### config.mk
export PLATFORM = sky130hd
export DESIGN_NAME = can_transceiver_mode_wake_ctrl
export DESIGN_NICKNAME = d
export VERILOG_FILES = /design/src/hw/can_wake_pkg.sv /design/src/hw/bus_state_filter.sv /design/src/hw/can_transceiver_mode_wake_ctrl.sv
export SDC_FILE = /design/constraint.sdc
export NUM_CORES = 1
export LEC_CHECK = 0
export ABC_AREA = 1
export BUFFER_PORTS_ARGS = -buffer_cell sky130_fd_sc_hd__buf_2
export CORE_MARGIN = 2
export CORE_UTILIZATION = 45
export CTS_CLUSTER_DIAMETER = 120
export DETAILED_ROUTE_END_ITERATION = 12
export HOLD_SLACK_MARGIN = 0.05
export SYNTH_ARGS = -nofsm -noshare
export SYNTH_HDL_FRONTEND = slang
export SYNTH_SLANG_ARGS = --single-unit
### constraint.sdc
create_clock -name clk_sys_in -period 5 [get_ports clk_sys_in]
set_input_delay 1 -clock clk_sys_in [delete_from_list [all_inputs] [get_ports clk_sys_in]]
set_output_delay 1 -clock clk_sys_in [all_outputs]
set_load 0.01 [all_outputs]
### src/hw/can_wake_pkg.sv
package can_wake_pkg;

    // =========================================================
    // timing
    localparam int CLK_PERIOD_NS      = 100;
    // 1 us sits inside both limits and below the 2 us bit pair
    localparam int WAKE_FILTER_NS     = 1000;
    localparam int WAKE_FILTER_CYC    = (WAKE_FILTER_NS + CLK_PERIOD_NS - 1) / CLK_PERIOD_NS;
    localparam int WAKE_TIMEOUT_NS    = 1000000;
    localparam int WAKE_TIMEOUT_CYC   = WAKE_TIMEOUT_NS / CLK_PERIOD_NS;
    localparam int MODE_CHANGE_NS     = 20000;
    localparam int MODE_CHANGE_CYC    = MODE_CHANGE_NS / CLK_PERIOD_NS;
    localparam int DOMINANT_LIMIT_NS  = 1200000;
    localparam int DOMINANT_LIMIT_CYC = (DOMINANT_LIMIT_NS + CLK_PERIOD_NS - 1) / CLK_PERIOD_NS;

    // =========================================================
    // reset values
    localparam logic RXD_RESET        = 1'b1;
    localparam logic RXD_OE_RESET     = 1'b0;
    localparam logic STANDBY_RESET    = 1'b1;

    // =========================================================
    // states
    typedef enum logic [1:0] {
        MODE_NORMAL,
        MODE_STANDBY,
        MODE_PROTECT,
        MODE_RECOVER
    } mode_t;

    typedef enum logic [1:0] {
        WAKE_IDLE,
        WAKE_FIRST_DOM,
        WAKE_RECESSIVE,
        WAKE_DONE
    } wake_t;

endpackage

### src/hw/bus_state_filter.sv
`timescale 1ns/1ps
module bus_state_filter
    import can_wake_pkg::*;
#(
    parameter int FILT_CYC = WAKE_FILTER_CYC
) (
    input  wire logic clk_in,
    input  wire logic rst_n_in,
    input  wire logic enable_in,
    input  wire logic dom_in,
    input  wire logic rec_in,
    output logic      dom_hit_out,
    output logic      rec_hit_out,
    output logic      dom_held_out
);
    localparam int CW = $clog2(FILT_CYC + 2);

    logic [1:0]    cls;
    logic [1:0]    prev_cls;
    logic [CW-1:0] cnt;
    wire  [1:0]    cur_cls  = dom_in ? 2'h1 : (rec_in ? 2'h2 : 2'h0);
    wire           same     = enable_in && (cur_cls == prev_cls) && (cur_cls != 2'h0);
    wire           reached  = (cnt == CW'(FILT_CYC));
    // held strictly longer than the filter time before it counts
    wire           next_hit = same && reached;

    assign cls = cur_cls;

    always_ff @(posedge clk_in or negedge rst_n_in) begin
        if (!rst_n_in) begin
            prev_cls     <= 2'h0;
            cnt          <= '0;
            dom_hit_out  <= 1'b0;
            rec_hit_out  <= 1'b0;
            dom_held_out <= 1'b0;
        end else begin
            prev_cls     <= enable_in ? cls : 2'h0;
            // undefined levels restart the count, not the pattern
            cnt          <= !same ? '0 : (reached ? cnt + CW'(1) : (cnt > CW'(FILT_CYC) ? cnt : cnt + CW'(1)));
            dom_hit_out  <= next_hit && (cls == 2'h1);
            rec_hit_out  <= next_hit && (cls == 2'h2);
            dom_held_out <= same && (cls == 2'h1) && (cnt >= CW'(FILT_CYC));
        end
    end
endmodule

### src/hw/can_transceiver_mode_wake_ctrl.sv
`timescale 1ns/1ps
module can_transceiver_mode_wake_ctrl
    import can_wake_pkg::*;
#(
    parameter int WAKE_TIMEOUT   = WAKE_TIMEOUT_CYC,
    parameter int DOMINANT_LIMIT = DOMINANT_LIMIT_CYC,
    parameter int MODE_CHANGE    = MODE_CHANGE_CYC,
    parameter int FILTER         = WAKE_FILTER_CYC
) (
    input  wire logic clk_sys_in,
    input  wire logic arst_n_in,
    input  wire logic txd_in,
    input  wire logic txd_float_in,
    input  wire logic standby_select_in,
    input  wire logic standby_select_float_in,
    input  wire logic main_rx_dom_in,
    input  wire logic main_rx_rec_in,
    input  wire logic lp_rx_dom_in,
    input  wire logic lp_rx_rec_in,
    input  wire logic main_supply_low_in,
    input  wire logic io_supply_low_in,
    input  wire logic overtemp_above_in,
    input  wire logic overtemp_cooled_in,
    output logic      driver_dominant_out,
    output logic      bias_mid_out,
    output logic      bias_ground_out,
    output logic      main_rx_en_out,
    output logic      lowpower_rx_en_out,
    output logic      rxd_out,
    output logic      rxd_oe_out,
    output logic      standby_out,
    output logic      protected_out,
    output logic      thermal_shutdown_out,
    output logic      dominant_timeout_out,
    output logic      wake_pattern_out
);
    localparam int TW = $clog2(WAKE_TIMEOUT + 2);
    localparam int DW = $clog2(DOMINANT_LIMIT + 2);
    localparam int MW = $clog2(MODE_CHANGE + 2);

    // =========================================================
    // reset release
    logic rst_meta;
    logic rst_n;

    always_ff @(posedge clk_sys_in or negedge arst_n_in) begin
        if (!arst_n_in) begin
            rst_meta <= 1'b0;
            rst_n    <= 1'b0;
        end else begin
            rst_meta <= 1'b1;
            rst_n    <= rst_meta;
        end
    end

    // =========================================================
    // pin fail-safe bias
    // weak pull-ups: open pins land recessive and standby
    wire txd_eff = txd_in | txd_float_in;
    wire stb_eff = standby_select_in | standby_select_float_in;

    // =========================================================
    // operating mode
    mode_t         mode;
    mode_t         next_mode;
    logic [MW-1:0] mode_cnt;
    logic [MW-1:0] next_mode_cnt;
    wire           mode_done = (mode_cnt >= MW'(MODE_CHANGE));

    always_comb begin
        next_mode     = mode;
        next_mode_cnt = '0;
        if (io_supply_low_in) begin
            next_mode = MODE_PROTECT;
        end else if (main_supply_low_in) begin
            // standby needs only the io supply
            next_mode = stb_eff ? MODE_STANDBY : MODE_PROTECT;
        end else begin
            case (mode)
                MODE_PROTECT: begin
                    next_mode = MODE_RECOVER;
                end
                MODE_RECOVER: begin
                    // hold off until the mode change time has run
                    next_mode_cnt = mode_cnt + MW'(1);
                    if (mode_done) begin
                        next_mode     = stb_eff ? MODE_STANDBY : MODE_NORMAL;
                        next_mode_cnt = '0;
                    end
                end
                MODE_NORMAL, MODE_STANDBY: begin
                    // one cycle of latency, far inside 20 us
                    next_mode = stb_eff ? MODE_STANDBY : MODE_NORMAL;
                end
                default: begin
                    next_mode = MODE_PROTECT;
                end
            endcase
        end
    end

    always_ff @(posedge clk_sys_in or negedge rst_n) begin
        if (!rst_n) begin
            mode     <= MODE_PROTECT;
            mode_cnt <= '0;
        end else begin
            mode     <= next_mode;
            mode_cnt <= next_mode_cnt;
        end
    end

    wire in_normal  = (mode == MODE_NORMAL);
    wire in_standby = (mode == MODE_STANDBY);

    // =========================================================
    // thermal shutdown with hysteresis
    logic thermal_shutdown;
    // set on the upper trip, released only once cooled below it
    wire  next_tsd = overtemp_above_in | (thermal_shutdown & ~overtemp_cooled_in);

    always_ff @(posedge clk_sys_in or negedge rst_n) begin
        if (!rst_n) begin
            thermal_shutdown <= 1'b0;
        end else begin
            thermal_shutdown <= next_tsd;
        end
    end

    // =========================================================
    // transmit dominant timeout
    logic          txd_prev;
    logic          dto_armed;
    logic          dominant_timeout;
    logic [DW-1:0] dto_cnt;
    wire           txd_fall  = in_normal && txd_prev && !txd_eff;
    wire           dto_run   = in_normal && !txd_eff && (dto_armed || txd_fall);
    wire           dto_hit   = dto_run && (dto_cnt >= DW'(DOMINANT_LIMIT - 1));
    // a falling edge arms, a recessive transmit level clears
    wire           next_dto  = in_normal && !txd_eff && (dominant_timeout || dto_hit);
    wire [DW-1:0]  next_dcnt = (dto_run && !dto_hit) ? dto_cnt + DW'(1) : '0;

    always_ff @(posedge clk_sys_in or negedge rst_n) begin
        if (!rst_n) begin
            txd_prev  <= 1'b1;
            dto_armed <= 1'b0;
            dominant_timeout       <= 1'b0;
            dto_cnt   <= '0;
        end else begin
            txd_prev  <= txd_eff;
            dto_armed <= dto_run;
            dominant_timeout       <= next_dto;
            dto_cnt   <= next_dcnt;
        end
    end

    // =========================================================
    // standby bus monitor
    logic dom_hit;
    logic rec_hit;
    logic dom_held;

    // only the low-power receiver feeds the monitor
    bus_state_filter #(
        .FILT_CYC (FILTER)
    ) u_filter (
        .clk_in       (clk_sys_in),
        .rst_n_in     (rst_n),
        .enable_in    (in_standby),
        .dom_in       (lp_rx_dom_in),
        .rec_in       (lp_rx_rec_in),
        .dom_hit_out  (dom_hit),
        .rec_hit_out  (rec_hit),
        .dom_held_out (dom_held)
    );

    wake_t         wake;
    wake_t         next_wake;
    logic [TW-1:0] wake_cnt;
    wire           wake_expired = (wake_cnt >= TW'(WAKE_TIMEOUT));
    wire           wake_timing  = (wake == WAKE_FIRST_DOM) || (wake == WAKE_RECESSIVE);
    wire [TW-1:0]  next_wake_cnt;

    always_comb begin
        next_wake = wake;
        if (!in_standby) begin
            next_wake = WAKE_IDLE;
        end else if (wake_timing && wake_expired) begin
            // too slow: start over, no wake reported
            next_wake = WAKE_IDLE;
        end else begin
            // unfiltered traffic between steps changes nothing
            case (wake)
                WAKE_IDLE:      next_wake = dom_hit ? WAKE_FIRST_DOM : WAKE_IDLE;
                WAKE_FIRST_DOM: next_wake = rec_hit ? WAKE_RECESSIVE : WAKE_FIRST_DOM;
                WAKE_RECESSIVE: next_wake = dom_hit ? WAKE_DONE : WAKE_RECESSIVE;
                WAKE_DONE:      next_wake = WAKE_DONE;
                default:        next_wake = WAKE_IDLE;
            endcase
        end
    end

    // timer starts with the first filtered dominant
    assign next_wake_cnt = (in_standby && wake_timing && !wake_expired)
                         ? wake_cnt + TW'(1) : '0;

    always_ff @(posedge clk_sys_in or negedge rst_n) begin
        if (!rst_n) begin
            wake     <= WAKE_IDLE;
            wake_cnt <= '0;
        end else begin
            wake     <= next_wake;
            wake_cnt <= next_wake_cnt;
        end
    end

    wire woken = (next_wake == WAKE_DONE);

    // =========================================================
    // receive output
    logic rxd_normal;
    // undefined differential band keeps the last level
    wire  next_rxd_normal = main_rx_dom_in ? 1'b0 : (main_rx_rec_in ? 1'b1 : rxd_normal);

    always_ff @(posedge clk_sys_in or negedge rst_n) begin
        if (!rst_n) begin
            rxd_normal <= RXD_RESET;
        end else begin
            rxd_normal <= next_rxd_normal;
        end
    end

    logic next_rxd;

    always_comb begin
        case (next_mode)
            // follows the bus, also during overtemp or timeout
            MODE_NORMAL:  next_rxd = next_rxd_normal;
            // low only over filtered dominants after wake
            MODE_STANDBY: next_rxd = !(woken && dom_held);
            default:      next_rxd = 1'b1;
        endcase
    end

    // =========================================================
    // driver and bias
    // transmit path blocked by standby, overtemp and timeout
    wire next_drv = (next_mode == MODE_NORMAL) && !txd_eff && !next_tsd && !next_dto;
    wire next_mid = (next_mode == MODE_NORMAL);
    wire next_gnd = (next_mode == MODE_STANDBY);

    always_ff @(posedge clk_sys_in or negedge rst_n) begin
        if (!rst_n) begin
            driver_dominant_out  <= 1'b0;
            bias_mid_out         <= 1'b0;
            bias_ground_out      <= 1'b0;
            main_rx_en_out       <= 1'b0;
            lowpower_rx_en_out   <= 1'b0;
            rxd_out              <= RXD_RESET;
            rxd_oe_out           <= RXD_OE_RESET;
            standby_out          <= STANDBY_RESET;
            protected_out        <= 1'b1;
            thermal_shutdown_out <= 1'b0;
            dominant_timeout_out <= 1'b0;
            wake_pattern_out     <= 1'b0;
        end else begin
            driver_dominant_out  <= next_drv;
            bias_mid_out         <= next_mid;
            bias_ground_out      <= next_gnd;
            main_rx_en_out       <= next_mid;
            lowpower_rx_en_out   <= next_gnd;
            rxd_out              <= next_rxd;
            // io supply low releases the receive pin
            rxd_oe_out           <= !io_supply_low_in;
            standby_out          <= next_gnd;
            protected_out        <= (next_mode == MODE_PROTECT) || (next_mode == MODE_RECOVER);
            thermal_shutdown_out <= next_tsd;
            dominant_timeout_out <= next_dto;
            wake_pattern_out     <= woken;
        end
    end
endmodule

==> summary.md <==
| Metric | Value |
|---|---|
| Synth cell types | 34 |
| Final cell count without fillers | 472 |
| Finished Cell Area | 3490 um2 |
| Die area | 7630 um2 |
| Slew Viols, Final | 0 |
| Post-DP HPWL | 3790 um |
| DRC violations left | 0 |
| Hold Buf Count CTS | 0 |
| CTS tree | yes |
| Vias | 2,289 |
| GRT overflow | 0 |
| Sequential cell fraction of total power | 0.554 |
| DRT Pass-1 Iters | 4 |
| Cells taking the most area after synthesis | dfrtp_1 (46%), inv_1 (6.8%), nor2_1 (6.6%), nand2_1 (6.0%), dfstp_2 (5.0%) |
| Post-synth top area cell | dfrtp_1 |
| Critical path capture point type | output port |
| CP Max Fanout | 1 |
| Top-area cell type share of the netlist area | 0.464 |
| Clock Path Buffers | 2 |
| Peak VDD IR | 150 uV |
| Pwr Density | 276 nW/um2 |
| Cell area after placement | 3320 um2 |
| Synth Warn # | 0 |
| Vias per std cell | 4.85 |
| Worst hold slack | 0.356 ns |
| Crit Path Class | reg -> out |
| Max frequency | 0.500 GHz |
| Area grow syn2layout | 11.4% |
| Leak pwr | 1.64 nW |
| Overall Global Routing Usage | 0.161 |
| Num ports | 26 |
| Slowest cell on the critical path | dfstp_2 |
| Filler cells | 632 |
| Final Hold Fails | 0 |
| N_diodes | 0 |
| Die span in y | 87.4 um |
| CP cell instances | buf_2 |
| Worst slew pin tran | 0.767 ns |
| CP bufs+invs | 1 |
| Setup bufs post-CTS | 0 |
| Initial antenna violation count | 0 |
| Setup violations, final | 0 |
| Layout cell share with drive strength beyond 1 | 0.184 |
| Buffers on Ports | 25 |
| Synth Register Bits | 64 |
| Site Rows | 30 |
| Worst hold path class | reg -> reg |
| Cell Area, Synth | 3130 um2 |
| CP max stage delay | 0.53 ns |
| CTS root buf | clkbuf_8 |
| Die W | 87.4 um |
| CTS resizes | 0 |
| Status | finished, final reports clean |
| Clk_lat worst skew | 0.35 ns |
| Comb power frac | 0.045 |
| Nets | 412 |
| Unrepaired setup endpoints after global routing | false |
| Pin count of the biggest net entering global routing | 63 |
| Power Internal | 0.000734 W |
| Normalized max-slew margin | 0.489 |
| TNS Setup | 0 ns |
| Syn nets | 379 |
| Initial Utilization | 0.463 |
| Post-DRT Antenna Nets | 0 |
| CP delay by family, top | flip-flops |
| Avg Inst Size Synth | 8.84 um2 |
| Sw Share | 0.237 |
| Setup crit start kind | flip-flop |
| Clk sinks | 64 |
| Crit share post-route | 0.400 |
| Final core occ | 0.516 |
| Number of global-route vias before repair | 2,156 |
| Final WL | 5370 um |
| Final Skew | 0.0120 ns |
| Min cycle time layout | 2.00 ns |
| Cts bufs inserted | 9 |
| Drt wl/cell | 11.4 um |
| First-pass GRT wire length | 9440 um |
| Reg clk slew, reported paths | 0.07 ns |
| H-tree Lvls | 3 |
| Critical path arrival | 1.00 ns |
| Core Footprint | 6760 um2 |
| Post-Place Cells | 456 |
| CP required | 4.00 ns |
| Synth Instances | 354 |
| Final GP Congestion | 0.716 |
| Clock network power share | 0.401 |
| Switching Power | 0.000229 W |
| Count of maximum capacitance violations | 0 |
| 1st-iter DRT viols | 85 |
| Register area share after synthesis | 0.514 |
[final timing paths]
kind                                  from          end  slack, ns  cells after the start
worst max-delay path               rxd_out      rxd_out       3.00                      1
worst min-delay path              rst_meta        rst_n       0.36                      0
worst max register to register  dto_cnt[0]   dto_cnt[6]       3.41                      8
worst min register to register    rst_meta        rst_n       0.36                      0
max in group asynchronous            rst_n  wake_cnt[6]       4.06                      1
min in group asynchronous            rst_n  wake_cnt[5]       0.41                      1
[area by class of cell]
| type | count | area [um2] | share of cell area |
|---|---|---|---|
| clock buffer | 13 | 149 | 0.0427 |
| clock inverter | 3 | 17.5 | 0.00503 |
| inverter | 57 | 214 | 0.0614 |
| multi-input combinational | 229 | 1260 | 0.362 |
| sequential | 64 | 1610 | 0.462 |
| tap | 80 | 100 | 0.0287 |
| timing repair buffer | 26 | 133 | 0.0380 |
[through the flow]
step	power, W	worst slack [ns]
after floorplan	0.000571	3.10
after global placement	0.000588	2.94
after detailed placement	0.000588	2.89
after CTS	0.000979	2.99
after global routing	0.00101	2.97
final	0.000963	3.00
[power groups by stage]
stage          Combinational, W  Sequential (W)  Clock [W]
6_report              0.0000432        0.000533   0.000386
5_1_grt               0.0000509        0.000534   0.000420
4_1_cts               0.0000451        0.000533   0.000400
3_5_place_dp          0.0000450        0.000543          0
3_3_place_gp          0.0000448        0.000543          0
2_1_floorplan         0.0000202        0.000551          0
[flip-flops by register name, indices dropped and copies added (netlist names), 2 cells and up]
register and cells:
dto_cnt 14, u_filter.cnt 4, mode_cnt 8, wake 2, wake_cnt 14, mode 2, u_filter.prev_cls 2
[cells by family (layout without fill, tap and decap cells)]
| family | Yosys count | after routing | synth area share |
|---|---|---|---|
| adder cells (fa/ha/maj) | 11 | 11 | 0.0440 |
| AO/OA/AOI/OAI | 32 | 32 | 0.0580 |
| AND/OR/NAND/NOR | 175 | 175 | 0.272 |
| flip-flops | 64 | 64 | 0.514 |
| other | 1 | 1 | 0.00120 |
| buffers and inverters | 61 | 99 | 0.0820 |
| XOR/XNOR | 10 | 10 | 0.0280 |
[cell usage in the layout, fill, tap and decap left out, types with 2 or more instances in the layout]
cell type / instances
nor3_1: 12
nand3b_1: 2
xor2_1: 7
xnor2_1: 3
clkinv_2: 2
inv_1: 57
dfrtp_1: 57
clkbuf_8: 10
nor2_1: 55
clkbuf_1: 3
nand2_2: 2
nor2_2: 12
nand3_1: 22
nor3_2: 3
nor3b_1: 5
nand4_1: 3
o21bai_1: 2
ha_1: 11
o21ai_0: 11
nand3_2: 3
nand2_1: 50
buf_2: 25
nor2_4: 3
dfstp_2: 6
a21oi_1: 12
[cells in the mapped netlist (all sizes together)]
cell,n
dfrtp,58
nand3b,2
a21oi,13
o31ai,1
nor2,70
o211a,1
o22ai,1
xnor2,3
ha,11
a31oi,1
nor4,1
nor3b,5
buf,4
nand2,53
o21bai,2
xor2,7
nand3,26
o21ai,12
o211ai,1
nand4,3
conb,1
nor3,15
inv,57
dfstp,6
[layer usage]
| metal | share of wire | global-route usage | wire length, um | vias up |
|---|---|---|---|---|
| met5 | 0 | 0 | 0 | - |
| met2 | 0.45 | 0.245 | 2410 | 25 |
| li1 | - | - | - | 1175 |
| met3 | 0.032 | 0.0370 | 173 | 10 |
| met4 | 0.025 | 0.0965 | 134 | 0 |
| met1 | 0.49 | 0.209 | 2650 | 1079 |
No activity file was read; power rests on OpenSTA's default activity.
